==> src/design/wsw_regs.svh <==
`ifndef WSW_REGS_SVH
`define WSW_REGS_SVH
// Register byte addresses on the APB
`define WSW_WATCHDOG_SOFT_CONTROL_ADDR 8'h00
`define WSW_RESET_CAUSE_CONTROL_ADDR 8'h04
`define WSW_CFG_ADDR 8'h08
`define WSW_STAT_ADDR 8'h0c
// Field positions
`define WSW_SWEN_BIT 0
`define WSW_PD_BIT 3
`define WSW_TO_BIT 4
`define WSW_CFGEN_BIT 0
`define WSW_PS_LSB 1
`define WSW_PS_MSB 3
// Reset values
`define WSW_SWEN_RST 1'b0
`define WSW_FLAG_RST 1'b1
// Watchdog timing
`define WSW_POST_MAX 8'h80
`define WSW_BASE_TICKS 16'h0100
// Oscillator start-up: periods, period and clock in ns
`define WSW_OST_PERIODS 1024
`define WSW_OSC_PERIOD_NS 5
`define WSW_CLK_PERIOD_NS 5
`define WSW_OST_CYCLES ((`WSW_OST_PERIODS*`WSW_OSC_PERIOD_NS+`WSW_CLK_PERIOD_NS-1)/`WSW_CLK_PERIOD_NS)
// Crystal oscillator select codes
`define WSW_OSC_LP 3'h0
`define WSW_OSC_XT 3'h1
`define WSW_OSC_HS 3'h2
`define WSW_OSC_HSPLL 3'h6
// Table read address map
`define WSW_ID_FIRST 22'h200000
`define WSW_ID_LAST 22'h200004
`define WSW_CP_OFF 8'hff
// Sources able to wake without on-chip clocks
`define WSW_WAKE_MASK 16'h0fff
`define WSW_PC_STEP 21'h000002
`endif

==> src/design/wsw_pkg.sv <==
package wsw_pkg;
    // Power state, one-hot
    typedef enum logic [2:0] {
        WSW_RUN = 3'b001,
        WSW_SLEEP = 3'b010,
        WSW_START = 3'b100
    } wsw_state_type;
    // Postscale select field
    typedef logic [2:0] wsw_post_sel_type;
endpackage

==> src/design/wsw_ifs.sv <==
`timescale 1ns/1ps
`default_nettype none
// Control link to the watchdog counter
interface wsw_wdt_if;
    logic run; // Counter enabled
    logic clear; // Synchronous clear
    logic tick; // RC oscillator tick
    wsw_pkg::wsw_post_sel_type post_sel; // Postscale select
    logic timeout; // One-cycle time-out
    modport ctrl(output run, clear, tick, post_sel, input timeout);
    modport cnt(input run, clear, tick, post_sel, output timeout);
endinterface
// Link to the table read guard
interface wsw_tbl_if;
    logic [21:0] addr; // Table read address
    logic verify; // Programming verify access
    logic [7:0] cp; // Code protect bits
    logic allow; // Read permitted
    modport ctrl(output addr, verify, cp, input allow);
    modport grd(input addr, verify, cp, output allow);
endinterface
`default_nettype wire

==> src/design/wsw_wdt_counter.sv <==
`timescale 1ns/1ps
`default_nettype none
`include "wsw_regs.svh"
module wsw_wdt_counter #(
    parameter logic [15:0] BASE_TICKS = `WSW_BASE_TICKS
) (
    input wire logic clk_in, // Core clock
    input wire logic rst_in, // Async reset, high
    wsw_wdt_if.cnt wdt // Control link
);
    logic [15:0] base_reg, base_next; // Base period count
    logic [7:0] post_reg, post_next; // Postscaler count
    logic tmo_reg, tmo_next; // Time-out pulse
    logic [7:0] limit; // Postscale ratio

    // Ratio halves per select step, 128 down to 1
    function automatic logic [7:0] post_limit(input wsw_pkg::wsw_post_sel_type sel);
        post_limit = `WSW_POST_MAX >> sel;
    endfunction

    assign limit = post_limit(wdt.post_sel);
    assign wdt.timeout = tmo_reg;

    // Next counts
    always_comb begin
        base_next = base_reg;
        post_next = post_reg;
        tmo_next = 1'b0;
        if (wdt.clear || !wdt.run) begin
            // Clear or disabled: both stages held at zero
            base_next = 16'h0000;
            post_next = 8'h00;
        end else if (wdt.tick) begin
            if (base_reg == BASE_TICKS - 16'h0001) begin
                base_next = 16'h0000;
                if (post_reg == limit - 8'h01) begin
                    post_next = 8'h00;
                    tmo_next = 1'b1;
                end else begin
                    post_next = post_reg + 8'h01;
                end
            end else begin
                base_next = base_reg + 16'h0001;
            end
        end
    end

    // Count registers
    always_ff @(posedge clk_in or posedge rst_in) begin
        if (rst_in) begin
            base_reg <= 16'h0000;
            post_reg <= 8'h00;
            tmo_reg <= 1'b0;
        end else begin
            base_reg <= base_next;
            post_reg <= post_next;
            tmo_reg <= tmo_next;
        end
    end
endmodule
`default_nettype wire

==> src/design/wsw_tbl_guard.sv <==
`timescale 1ns/1ps
`default_nettype none
`include "wsw_regs.svh"
module wsw_tbl_guard (
    input wire logic clk_in, // Core clock
    input wire logic rst_in, // Async reset, high
    wsw_tbl_if.grd tbl // Guard link
);
    logic allow_reg, allow_next; // Registered verdict
    logic id_hit; // Address in ID block
    logic prog_hit; // Address in program memory

    assign id_hit = (tbl.addr >= `WSW_ID_FIRST) && (tbl.addr <= `WSW_ID_LAST);
    assign prog_hit = tbl.addr < `WSW_ID_FIRST;
    assign tbl.allow = allow_reg;

    // Verdict: ID block always open, program memory verify blocked when protected
    always_comb begin
        allow_next = 1'b1;
        if (id_hit) begin
            allow_next = 1'b1;
        end else if (prog_hit && tbl.verify && (tbl.cp != `WSW_CP_OFF)) begin
            allow_next = 1'b0;
        end
    end

    // Verdict register
    always_ff @(posedge clk_in or posedge rst_in) begin
        if (rst_in) begin
            allow_reg <= 1'b0;
        end else begin
            allow_reg <= allow_next;
        end
    end
endmodule
`default_nettype wire

==> src/design/wsw_top.sv <==
// The APB register port and the placing of the registers were left to the implementer.
`timescale 1ns/1ps
`default_nettype none
`include "wsw_regs.svh"
module wsw_top #(
    parameter logic [15:0] WDT_BASE_TICKS = `WSW_BASE_TICKS
) (
    input wire logic CORE_CLK_IN, // Core clock, 200 MHz
    input wire logic RST_IN, // Power-on reset, high
    input wire logic PSEL_IN, // APB select
    input wire logic PENABLE_IN, // APB enable
    input wire logic PWRITE_IN, // APB write
    input wire logic [7:0] PADDR_IN, // APB byte address
    input wire logic [31:0] PWDATA_IN, // APB write data
    input wire logic [3:0] PSTRB_IN, // APB byte strobes
    output logic [31:0] PRDATA_OUT, // APB read data
    output logic PREADY_OUT, // APB ready
    output logic PSLVERR_OUT, // APB error
    input wire logic MASTER_CLEAR_PIN_N_IN, // External reset pin, low
    input wire logic WDT_RC_TICK_IN, // RC oscillator tick
    input wire logic [7:0] WDT_CONFIG_BYTE_IN, // Watchdog config byte
    input wire logic [2:0] OSC_SELECT_IN, // Oscillator mode config
    input wire logic [7:0] CODE_PROTECT_IN, // Code protect config
    input wire logic SLEEP_INSTR_IN, // Sleep executes, pulse
    input wire logic WDT_CLEAR_INSTR_IN, // Watchdog clear, pulse
    input wire logic PRESCALER_ON_WDT_IN, // Prescaler assigned
    input wire logic GLOBAL_IRQ_ENABLE_IN, // Global enable
    input wire logic [15:0] IRQ_FLAG_IN, // Interrupt flags
    input wire logic [15:0] IRQ_ENABLE_IN, // Source enables
    input wire logic [20:0] PC_IN, // Address of sleep
    input wire logic [21:0] TBL_ADDR_IN, // Table read address
    input wire logic TBL_VERIFY_IN, // Verify mode access
    output logic TBL_ALLOW_OUT, // Table read permitted
    output logic DEVICE_RESET_OUT, // Device reset request
    output logic WDT_RESET_OUT, // Watchdog reset, pulse
    output logic CORE_RUN_OUT, // Core may execute
    output logic OSC_DRIVER_EN_OUT, // Main oscillator driver
    output logic IO_HOLD_OUT, // Freeze port drive
    output logic WAKE_OUT, // Resume, pulse
    output logic VECTOR_AFTER_NEXT_OUT, // Branch after next, pulse
    output logic [20:0] PREFETCH_ADDR_OUT, // Prefetch address
    output logic PREFETCH_STB_OUT, // Prefetch strobe
    output logic PRESCALER_CLEAR_OUT, // Prescaler clear, pulse
    output logic WDT_RUNNING_OUT // Watchdog active
);
    // Power state
    wsw_pkg::wsw_state_type state_reg, state_next;
    logic [10:0] ost_reg, ost_next; // Start-up delay count
    logic wake_irq_reg, wake_irq_next; // Woken by irq with global
    logic to_n_reg, to_n_next; // Timeout flag, low active
    logic pd_n_reg, pd_n_next; // Powerdown flag, low active
    logic rst_reg, rst_next; // Device reset request
    logic wrst_reg, wrst_next; // Watchdog reset pulse
    logic wake_reg, wake_next; // Wake pulse
    logic vec_reg, vec_next; // Vector pulse
    // Side effects of instructions
    logic [20:0] pf_reg, pf_next; // Prefetch address
    logic pfs_reg, pfs_next; // Prefetch strobe
    logic psc_reg, psc_next; // Prescaler clear
    // Register file
    logic swen_reg, swen_next; // Software enable
    logic [31:0] rdata_reg, rdata_next; // Read data
    // Decoded conditions
    logic cfg_en; // Config forces watchdog
    logic wdt_on; // Watchdog enabled
    logic irq_pending; // Enabled, wake-capable flag
    logic sleep_go; // Sleep really executes
    logic crystal; // Crystal mode needs delay
    logic asleep; // In sleep state
    logic wdt_tmo; // Time-out from counter
    logic master_clear_pin_n; // Master clear active
    logic mapped; // Address decodes
    logic wr_acc; // Write access phase

    wsw_wdt_if wdt_link();
    wsw_tbl_if tbl_link();

    assign master_clear_pin_n = !MASTER_CLEAR_PIN_N_IN;
    assign asleep = state_reg == wsw_pkg::WSW_SLEEP;
    assign cfg_en = WDT_CONFIG_BYTE_IN[`WSW_CFGEN_BIT];
    assign wdt_on = cfg_en || swen_reg;
    // source enable gates, global does not
    assign irq_pending = |(IRQ_FLAG_IN & IRQ_ENABLE_IN & `WSW_WAKE_MASK);
    // pending interrupt turns sleep into no-op
    assign sleep_go = SLEEP_INSTR_IN && (state_reg == wsw_pkg::WSW_RUN) && !irq_pending
        && !master_clear_pin_n;
    // Crystal modes only need start-up delay
    assign crystal = (OSC_SELECT_IN == `WSW_OSC_LP) || (OSC_SELECT_IN == `WSW_OSC_XT)
        || (OSC_SELECT_IN == `WSW_OSC_HS) || (OSC_SELECT_IN == `WSW_OSC_HSPLL);
    assign wdt_tmo = wdt_link.timeout;

    // Watchdog counter hookup
    // tick from separate RC oscillator
    assign wdt_link.tick = WDT_RC_TICK_IN;
    assign wdt_link.run = wdt_on;
    // clear and sleep restart both stages
    assign wdt_link.clear = WDT_CLEAR_INSTR_IN || sleep_go || master_clear_pin_n;
    // select decoded to ratio in counter
    assign wdt_link.post_sel = WDT_CONFIG_BYTE_IN[`WSW_PS_MSB:`WSW_PS_LSB];

    wsw_wdt_counter #(
        .BASE_TICKS(WDT_BASE_TICKS)
    ) u_counter (
        .clk_in(CORE_CLK_IN),
        .rst_in(RST_IN),
        .wdt(wdt_link.cnt)
    );

    // Table read guard hookup
    // program memory verify blocked when protected
    assign tbl_link.addr = TBL_ADDR_IN;
    assign tbl_link.verify = TBL_VERIFY_IN;
    assign tbl_link.cp = CODE_PROTECT_IN;
    assign TBL_ALLOW_OUT = tbl_link.allow;

    wsw_tbl_guard u_guard (
        .clk_in(CORE_CLK_IN),
        .rst_in(RST_IN),
        .tbl(tbl_link.grd)
    );

    // Power state machine, next values
    always_comb begin
        state_next = state_reg;
        ost_next = ost_reg;
        wake_irq_next = wake_irq_reg;
        to_n_next = to_n_reg;
        pd_n_next = pd_n_reg;
        wake_next = 1'b0;
        vec_next = 1'b0;
        if (master_clear_pin_n) begin
            state_next = wsw_pkg::WSW_RUN;
            ost_next = 11'h000;
            wake_irq_next = 1'b0;
        end else begin
            case (state_reg)
                wsw_pkg::WSW_RUN: begin
                    if (sleep_go) begin
                        state_next = wsw_pkg::WSW_SLEEP;
                        pd_n_next = 1'b0;
                        to_n_next = 1'b1;
                    end
                end
                wsw_pkg::WSW_SLEEP: begin
                    // irq after sleep entry wakes at once
                    if (wdt_tmo || irq_pending) begin
                        // crystal waits, RC and EC go
                        state_next = crystal ? wsw_pkg::WSW_START : wsw_pkg::WSW_RUN;
                        ost_next = 11'h000;
                        wake_irq_next = !wdt_tmo && GLOBAL_IRQ_ENABLE_IN;
                        wake_next = !crystal;
                        vec_next = !crystal && !wdt_tmo && GLOBAL_IRQ_ENABLE_IN;
                    end
                end
                wsw_pkg::WSW_START: begin
                    if (ost_reg == 11'(`WSW_OST_CYCLES - 1)) begin
                        state_next = wsw_pkg::WSW_RUN;
                        wake_next = 1'b1;
                        vec_next = wake_irq_reg;
                    end else begin
                        ost_next = ost_reg + 11'h001;
                    end
                end
                default: begin
                    // Illegal code recovers to run
                    state_next = wsw_pkg::WSW_RUN;
                end
            endcase
        end
        if (wdt_tmo) begin
            to_n_next = 1'b0;
        end
    end

    // Power state registers; flags set by power-on, TO flag also set on sleep entry
    always_ff @(posedge CORE_CLK_IN or posedge RST_IN) begin
        if (RST_IN) begin
            state_reg <= wsw_pkg::WSW_RUN;
            ost_reg <= 11'h000;
            wake_irq_reg <= 1'b0;
            to_n_reg <= `WSW_FLAG_RST;
            pd_n_reg <= `WSW_FLAG_RST;
            wake_reg <= 1'b0;
            vec_reg <= 1'b0;
        end else begin
            state_reg <= state_next;
            ost_reg <= ost_next;
            wake_irq_reg <= wake_irq_next;
            to_n_reg <= to_n_next;
            pd_n_reg <= pd_n_next;
            wake_reg <= wake_next;
            vec_reg <= vec_next;
        end
    end

    // Reset requests, next values
    always_comb begin
        // awake time-out is a watchdog reset
        wrst_next = wdt_tmo && !asleep && !master_clear_pin_n;
        // pin or watchdog reset the device
        rst_next = master_clear_pin_n || wrst_next;
    end

    // Reset request registers
    always_ff @(posedge CORE_CLK_IN or posedge RST_IN) begin
        if (RST_IN) begin
            rst_reg <= 1'b1;
            wrst_reg <= 1'b0;
        end else begin
            rst_reg <= rst_next;
            wrst_reg <= wrst_next;
        end
    end

    // Instruction side effects, next values
    always_comb begin
        pf_next = pf_reg;
        pfs_next = SLEEP_INSTR_IN && (state_reg == wsw_pkg::WSW_RUN);
        if (pfs_next) begin
            pf_next = PC_IN + `WSW_PC_STEP;
        end
        psc_next = WDT_CLEAR_INSTR_IN && PRESCALER_ON_WDT_IN;
    end

    // Side effect registers
    always_ff @(posedge CORE_CLK_IN or posedge RST_IN) begin
        if (RST_IN) begin
            pf_reg <= 21'h000000;
            pfs_reg <= 1'b0;
            psc_reg <= 1'b0;
        end else begin
            pf_reg <= pf_next;
            pfs_reg <= pfs_next;
            psc_reg <= psc_next;
        end
    end

    // APB decode; zero wait states, so ready is constant
    assign wr_acc = PSEL_IN && PENABLE_IN && PWRITE_IN;
    always_comb begin
        mapped = 1'b1;
        if (PADDR_IN == `WSW_WATCHDOG_SOFT_CONTROL_ADDR) begin
            mapped = 1'b1;
        end else if (PADDR_IN == `WSW_RESET_CAUSE_CONTROL_ADDR) begin
            mapped = 1'b1;
        end else if (PADDR_IN == `WSW_CFG_ADDR) begin
            mapped = 1'b1;
        end else if (PADDR_IN == `WSW_STAT_ADDR) begin
            mapped = 1'b1;
        end else begin
            mapped = 1'b0;
        end
    end

    // Register file, next values
    always_comb begin
        swen_next = swen_reg;
        rdata_next = rdata_reg;
        if (wr_acc && (PADDR_IN == `WSW_WATCHDOG_SOFT_CONTROL_ADDR) && PSTRB_IN[0]) begin
            swen_next = PWDATA_IN[`WSW_SWEN_BIT];
        end
        // Read data loaded in setup, stable in access
        if (PSEL_IN && !PENABLE_IN && !PWRITE_IN) begin
            rdata_next = 32'h00000000;
            if (PADDR_IN == `WSW_WATCHDOG_SOFT_CONTROL_ADDR) begin
                rdata_next[`WSW_SWEN_BIT] = swen_reg;
            end else if (PADDR_IN == `WSW_RESET_CAUSE_CONTROL_ADDR) begin
                rdata_next[`WSW_TO_BIT] = to_n_reg;
                rdata_next[`WSW_PD_BIT] = pd_n_reg;
            end else if (PADDR_IN == `WSW_CFG_ADDR) begin
                rdata_next[7:0] = WDT_CONFIG_BYTE_IN;
            end else if (PADDR_IN == `WSW_STAT_ADDR) begin
                rdata_next[2:0] = state_reg;
                rdata_next[3] = wdt_on;
            end
        end
    end

    // Register file registers
    always_ff @(posedge CORE_CLK_IN or posedge RST_IN) begin
        if (RST_IN) begin
            swen_reg <= `WSW_SWEN_RST;
            rdata_reg <= 32'h00000000;
        end else begin
            swen_reg <= swen_next;
            rdata_reg <= rdata_next;
        end
    end

    // Bus answers
    assign PRDATA_OUT = rdata_reg;
    assign PREADY_OUT = 1'b1;
    assign PSLVERR_OUT = PSEL_IN && PENABLE_IN && !mapped;

    // Power and reset outputs from flip-flops, oscillator driver enable through an inverter; watchdog active decoded from config input and enable
    assign DEVICE_RESET_OUT = rst_reg;
    assign WDT_RESET_OUT = wrst_reg;
    assign CORE_RUN_OUT = state_reg[0];
    assign OSC_DRIVER_EN_OUT = !state_reg[1];
    assign IO_HOLD_OUT = state_reg[1];
    assign WAKE_OUT = wake_reg;
    assign VECTOR_AFTER_NEXT_OUT = vec_reg;
    assign PREFETCH_ADDR_OUT = pf_reg;
    assign PREFETCH_STB_OUT = pfs_reg;
    assign PRESCALER_CLEAR_OUT = psc_reg;
    assign WDT_RUNNING_OUT = wdt_on;
endmodule
`default_nettype wire

==> config.mk <==
export PLATFORM = sky130hd
export DESIGN_NAME = wsw_top
export DESIGN_NICKNAME = d
export VERILOG_FILES = /design/src/design/wsw_pkg.sv /design/src/design/wsw_ifs.sv /design/src/design/wsw_wdt_counter.sv /design/src/design/wsw_tbl_guard.sv /design/src/design/wsw_top.sv
export VERILOG_INCLUDE_DIRS = /design/src /design/src/design
export SDC_FILE = /design/constraint.sdc
export NUM_CORES = 1
export LEC_CHECK = 0
export ABC_CLOCK_PERIOD_IN_PS = 3800
export BUFFER_PORTS_ARGS = -buffer_cell sky130_fd_sc_hd__buf_2
export CORE_MARGIN = 2
export CORE_UTILIZATION = 51
export DETAILED_ROUTE_END_ITERATION = 10
export GPL_TIMING_DRIVEN = 0
export PLACE_DENSITY = 0.94
export SYNTH_ARGS = -nofsm -noshare
export SYNTH_HDL_FRONTEND = slang
export SYNTH_SLANG_ARGS = --single-unit
==> constraint.sdc <==
create_clock -name CORE_CLK_IN -period 3.8 [get_ports CORE_CLK_IN]
set_input_delay 0.19 -clock CORE_CLK_IN [delete_from_list [all_inputs] [get_ports CORE_CLK_IN]]
set_output_delay 0.19 -clock CORE_CLK_IN [all_outputs]
set_load 0.01 [all_outputs]
==> impl_metrics.json <==
{
  "place_ws_ns": 1.31,
  "crit_path_start_kind": "flip-flop",
  "cts_tree": "built",
  "tightest_slew_ns": 0.745,
  "routabilityCongestion": 0.875,
  "path_class": "flip-flop to flip-flop",
  "grt_setup_unrepaired": "false",
  "p_int_uw": 1440,
  "synth-edff-count": 0,
  "grt_max_degree": 43,
  "grt_pass1_vias": 4252,
  "finalSetupViolCount": 0,
  "maxSlewHeadroom_pct": 50.0,
  "drt-initial-drc-count": 268,
  "p_leak_uw": 0.00271,
  "synth.distinct_cells": 54,
  "layout_common_cells": "buf_2, nand2_1, dfrtp_1",
  "track_usage_pct": 23.8,
  "die-area_um2": 9760,
  "cp-end-kind": "flip-flop",
  "rr_startpoint": "state_reg[1]",
  "num-fill-cells": 682,
  "r2r_cells": 7,
  "drt_wl_total_um": 11600,
  "drtAntennaViolNets": 0,
  "yosysTopAreaCell": "dfrtp_1",
  "reg2reg_to": "u_counter.base_reg[4]",
  "peakVddDrop_uv": 344,
  "largest_reg_flops": 21,
  "htreeDepth": 3,
  "min_path_type": "input pin to flip-flop",
  "start_util_pct": 52.6,
  "insertion_delay_ns": 0.36,
  "dp_hpwl_um": 8940,
  "num_io_pins": 216,
  "outcome": "finished clean",
  "root_buffer": "clkbuf_8",
  "tns_ns": 0,
  "grt_pass1_wl_um": 19100,
  "rows": 34,
  "numCtsBuffers": 9,
  "ys.flop_type": "dfrtp_1",
  "min_to": "u_guard.tbl.allow",
  "final_hold_viol_count": 0,
  "holdCritStartpoint": "TBL_ADDR_IN[21]",
  "syn_to_final_growth_pct": 24.4,
  "r2r_slack_ns": 1.23,
  "ys_ff_latch": 79,
  "pwr-share-seq_pct": 45.8,
  "hold_path_depth": 3,
  "skew_ns": 0.0191,
  "drv_slew": 0,
  "sw_frac_of_total_pct": 26.6,
  "crit_fanout": 10,
  "vias_per_cell": 5.60,
  "synth_cells": 519,
  "timing.final.crit_share_pct": 67.7,
  "drive_above_1_share_pct": 27.0,
  "fp.coreArea_um2": 8720,
  "critical_path_required_ns": 4.08,
  "final_common_cell": "buf_2",
  "period_minus_slack_ns": 2.57,
  "yosysSeqAreaShare_pct": 43.2,
  "diodes": 0,
  "cts.sink_count": 79,
  "fmax_mhz": 389,
  "clk_pin_slew_worst_paths_ns": 0.09,
  "p_switching_uw": 523,
  "p_per_area_nw_per_um2": 345,
  "io_buffers": 124,
  "async_flop_share_pct": 100,
  "die_w_um": 98.8,
  "wl_per_cell_um": 14.7,
  "drcViolationCount": 0,
  "vias": 4435,
  "finalNetCount": 834,
  "cap_violations": 0,
  "syn_avg_cell_area_um2": 8.83,
  "worst-endpoint-arrival_ns": 2.86,
  "clock_path_buffers": 2,
  "overflow": 0,
  "drt_first_pass_iters": 5,
  "pwr-share-clk_pct": 39.5,
  "yosysTopAreaCellShare_pct": 40.9,
  "die_h_um": 98.8,
  "pwr-share-comb_pct": 14.8,
  "finalWorstSetupSlack_ns": 1.23,
  "antenna_found_initial": 1,
  "ys_warn_count": 0,
  "netlist_top_cells_area": "dfrtp_1, nand2_1, o21ai_0",
  "netlist_area_um2": 4580
}
[critical path, stage by stage, from the launching register on]
cell      delay [ns]
dfrtp_1         0.48
nor2_1          0.18
nand3_2         0.21
nor4_4          0.58
nor3_1          0.25
clkbuf_1        0.28
or4_1           0.44
nand2_1         0.08
[layout make-up]
cell class / instances / area (um^2) / area share [%]
Buffer: 44 / 268 / 4.69
Sequential cell: 79 / 1980 / 34.7
Multi-Input combinational cell: 409 / 2380 / 41.8
Clock buffer: 10 / 128 / 2.24
Timing Repair Buffer: 126 / 651 / 11.4
Inverter: 10 / 40.0 / 0.702
Clock inverter: 6 / 118 / 2.06
Tap cell: 108 / 135 / 2.37
[metal layers]
metal	wire length, um	GRT usage (%)	part of all wire (%)
met5	11	0	0.095
met4	223	8.01	1.9
met3	840	4.89	7.2
met2	6010	43.5	52
met1	4550	27.6	39
[power groups by stage]
stage | clock network [uW] | registers, uW | logic [uW]
2_1_floorplan | 0 | 933 | 142
3_3_place_gp | 0 | 914 | 276
3_5_place_dp | 0 | 916 | 290
4_1_cts | 780 | 900 | 291
5_1_grt | 820 | 905 | 321
6_report | 776 | 900 | 291
[worst max-delay path by stage]
stage / to / slack, ns / start
after floorplan: PRDATA_OUT[0] / 1.59 / RST_IN
after global placement: PRDATA_OUT[5] / 0.78 / RST_IN
after detailed placement: u_counter.base_reg[4] / 1.31 / state_reg[1]
after CTS: u_counter.base_reg[4] / 1.26 / state_reg[1]
after global routing: u_counter.base_reg[4] / 1.01 / state_reg[1]
final: u_counter.base_reg[4] / 1.23 / state_reg[1]
[Yosys cell counts, drive strengths merged (2+ instances only)]
master,instances
nor3b,3
nor3,11
or4,15
buf,27
inv,10
nand4,13
clkbuf,17
nor2b,4
xnor2,14
a22oi,5
and2,6
a22o,4
or3,14
o211ai,4
nor4b,2
a31oi,4
nand2,78
nand3,26
a32o,2
o211a,2
a21o,2
ha,5
mux2i,4
o21ai,41
a21oi,26
o31ai,11
xor2,16
dfrtp,75
nor4,3
dfstp,4
nand3b,5
nand2b,5
mux2,3
and3,16
conb,2
nor2,31
[repair_timing]
| action | CTS | global route |
|---|---|---|
| buffers inserted | 0 | 0 |
| hold buffers | 1 | 0 |
| hold endpoints to repair | 37 | 0 |
| resized for setup | 0 | 0 |
[through the flow]
step	area, um^2	hold WS (ns)	power (uW)	utilization [%]	cells
floorplan	4670	0.295	1070	-	542
global placement	5430	0.378	1190	62.2	774
detailed placement	5450	0.257	1210	62.5	775
CTS	5700	0.0327	1970	65.4	792
global route	5700	0.0313	2050	65.4	792
finish	5700	0.0364	1970	65.4	792
[kinds of logic (layout without fill, tap and decap cells)]
kind of cell	Yosys count	count (layout)	share of synthesized area (%)
AND/OR/NAND/NOR	237	237	27.4
AO/OA/AOI/OAI	105	105	13.8
flip-flops	79	79	43.2
buffers and inverters	54	196	6.66
XOR/XNOR	30	30	5.73
multiplexers	7	7	1.61
adder cells (fa/ha/maj)	5	5	1.36
other	2	25	0.164
(Power assumes the default switching activity.)
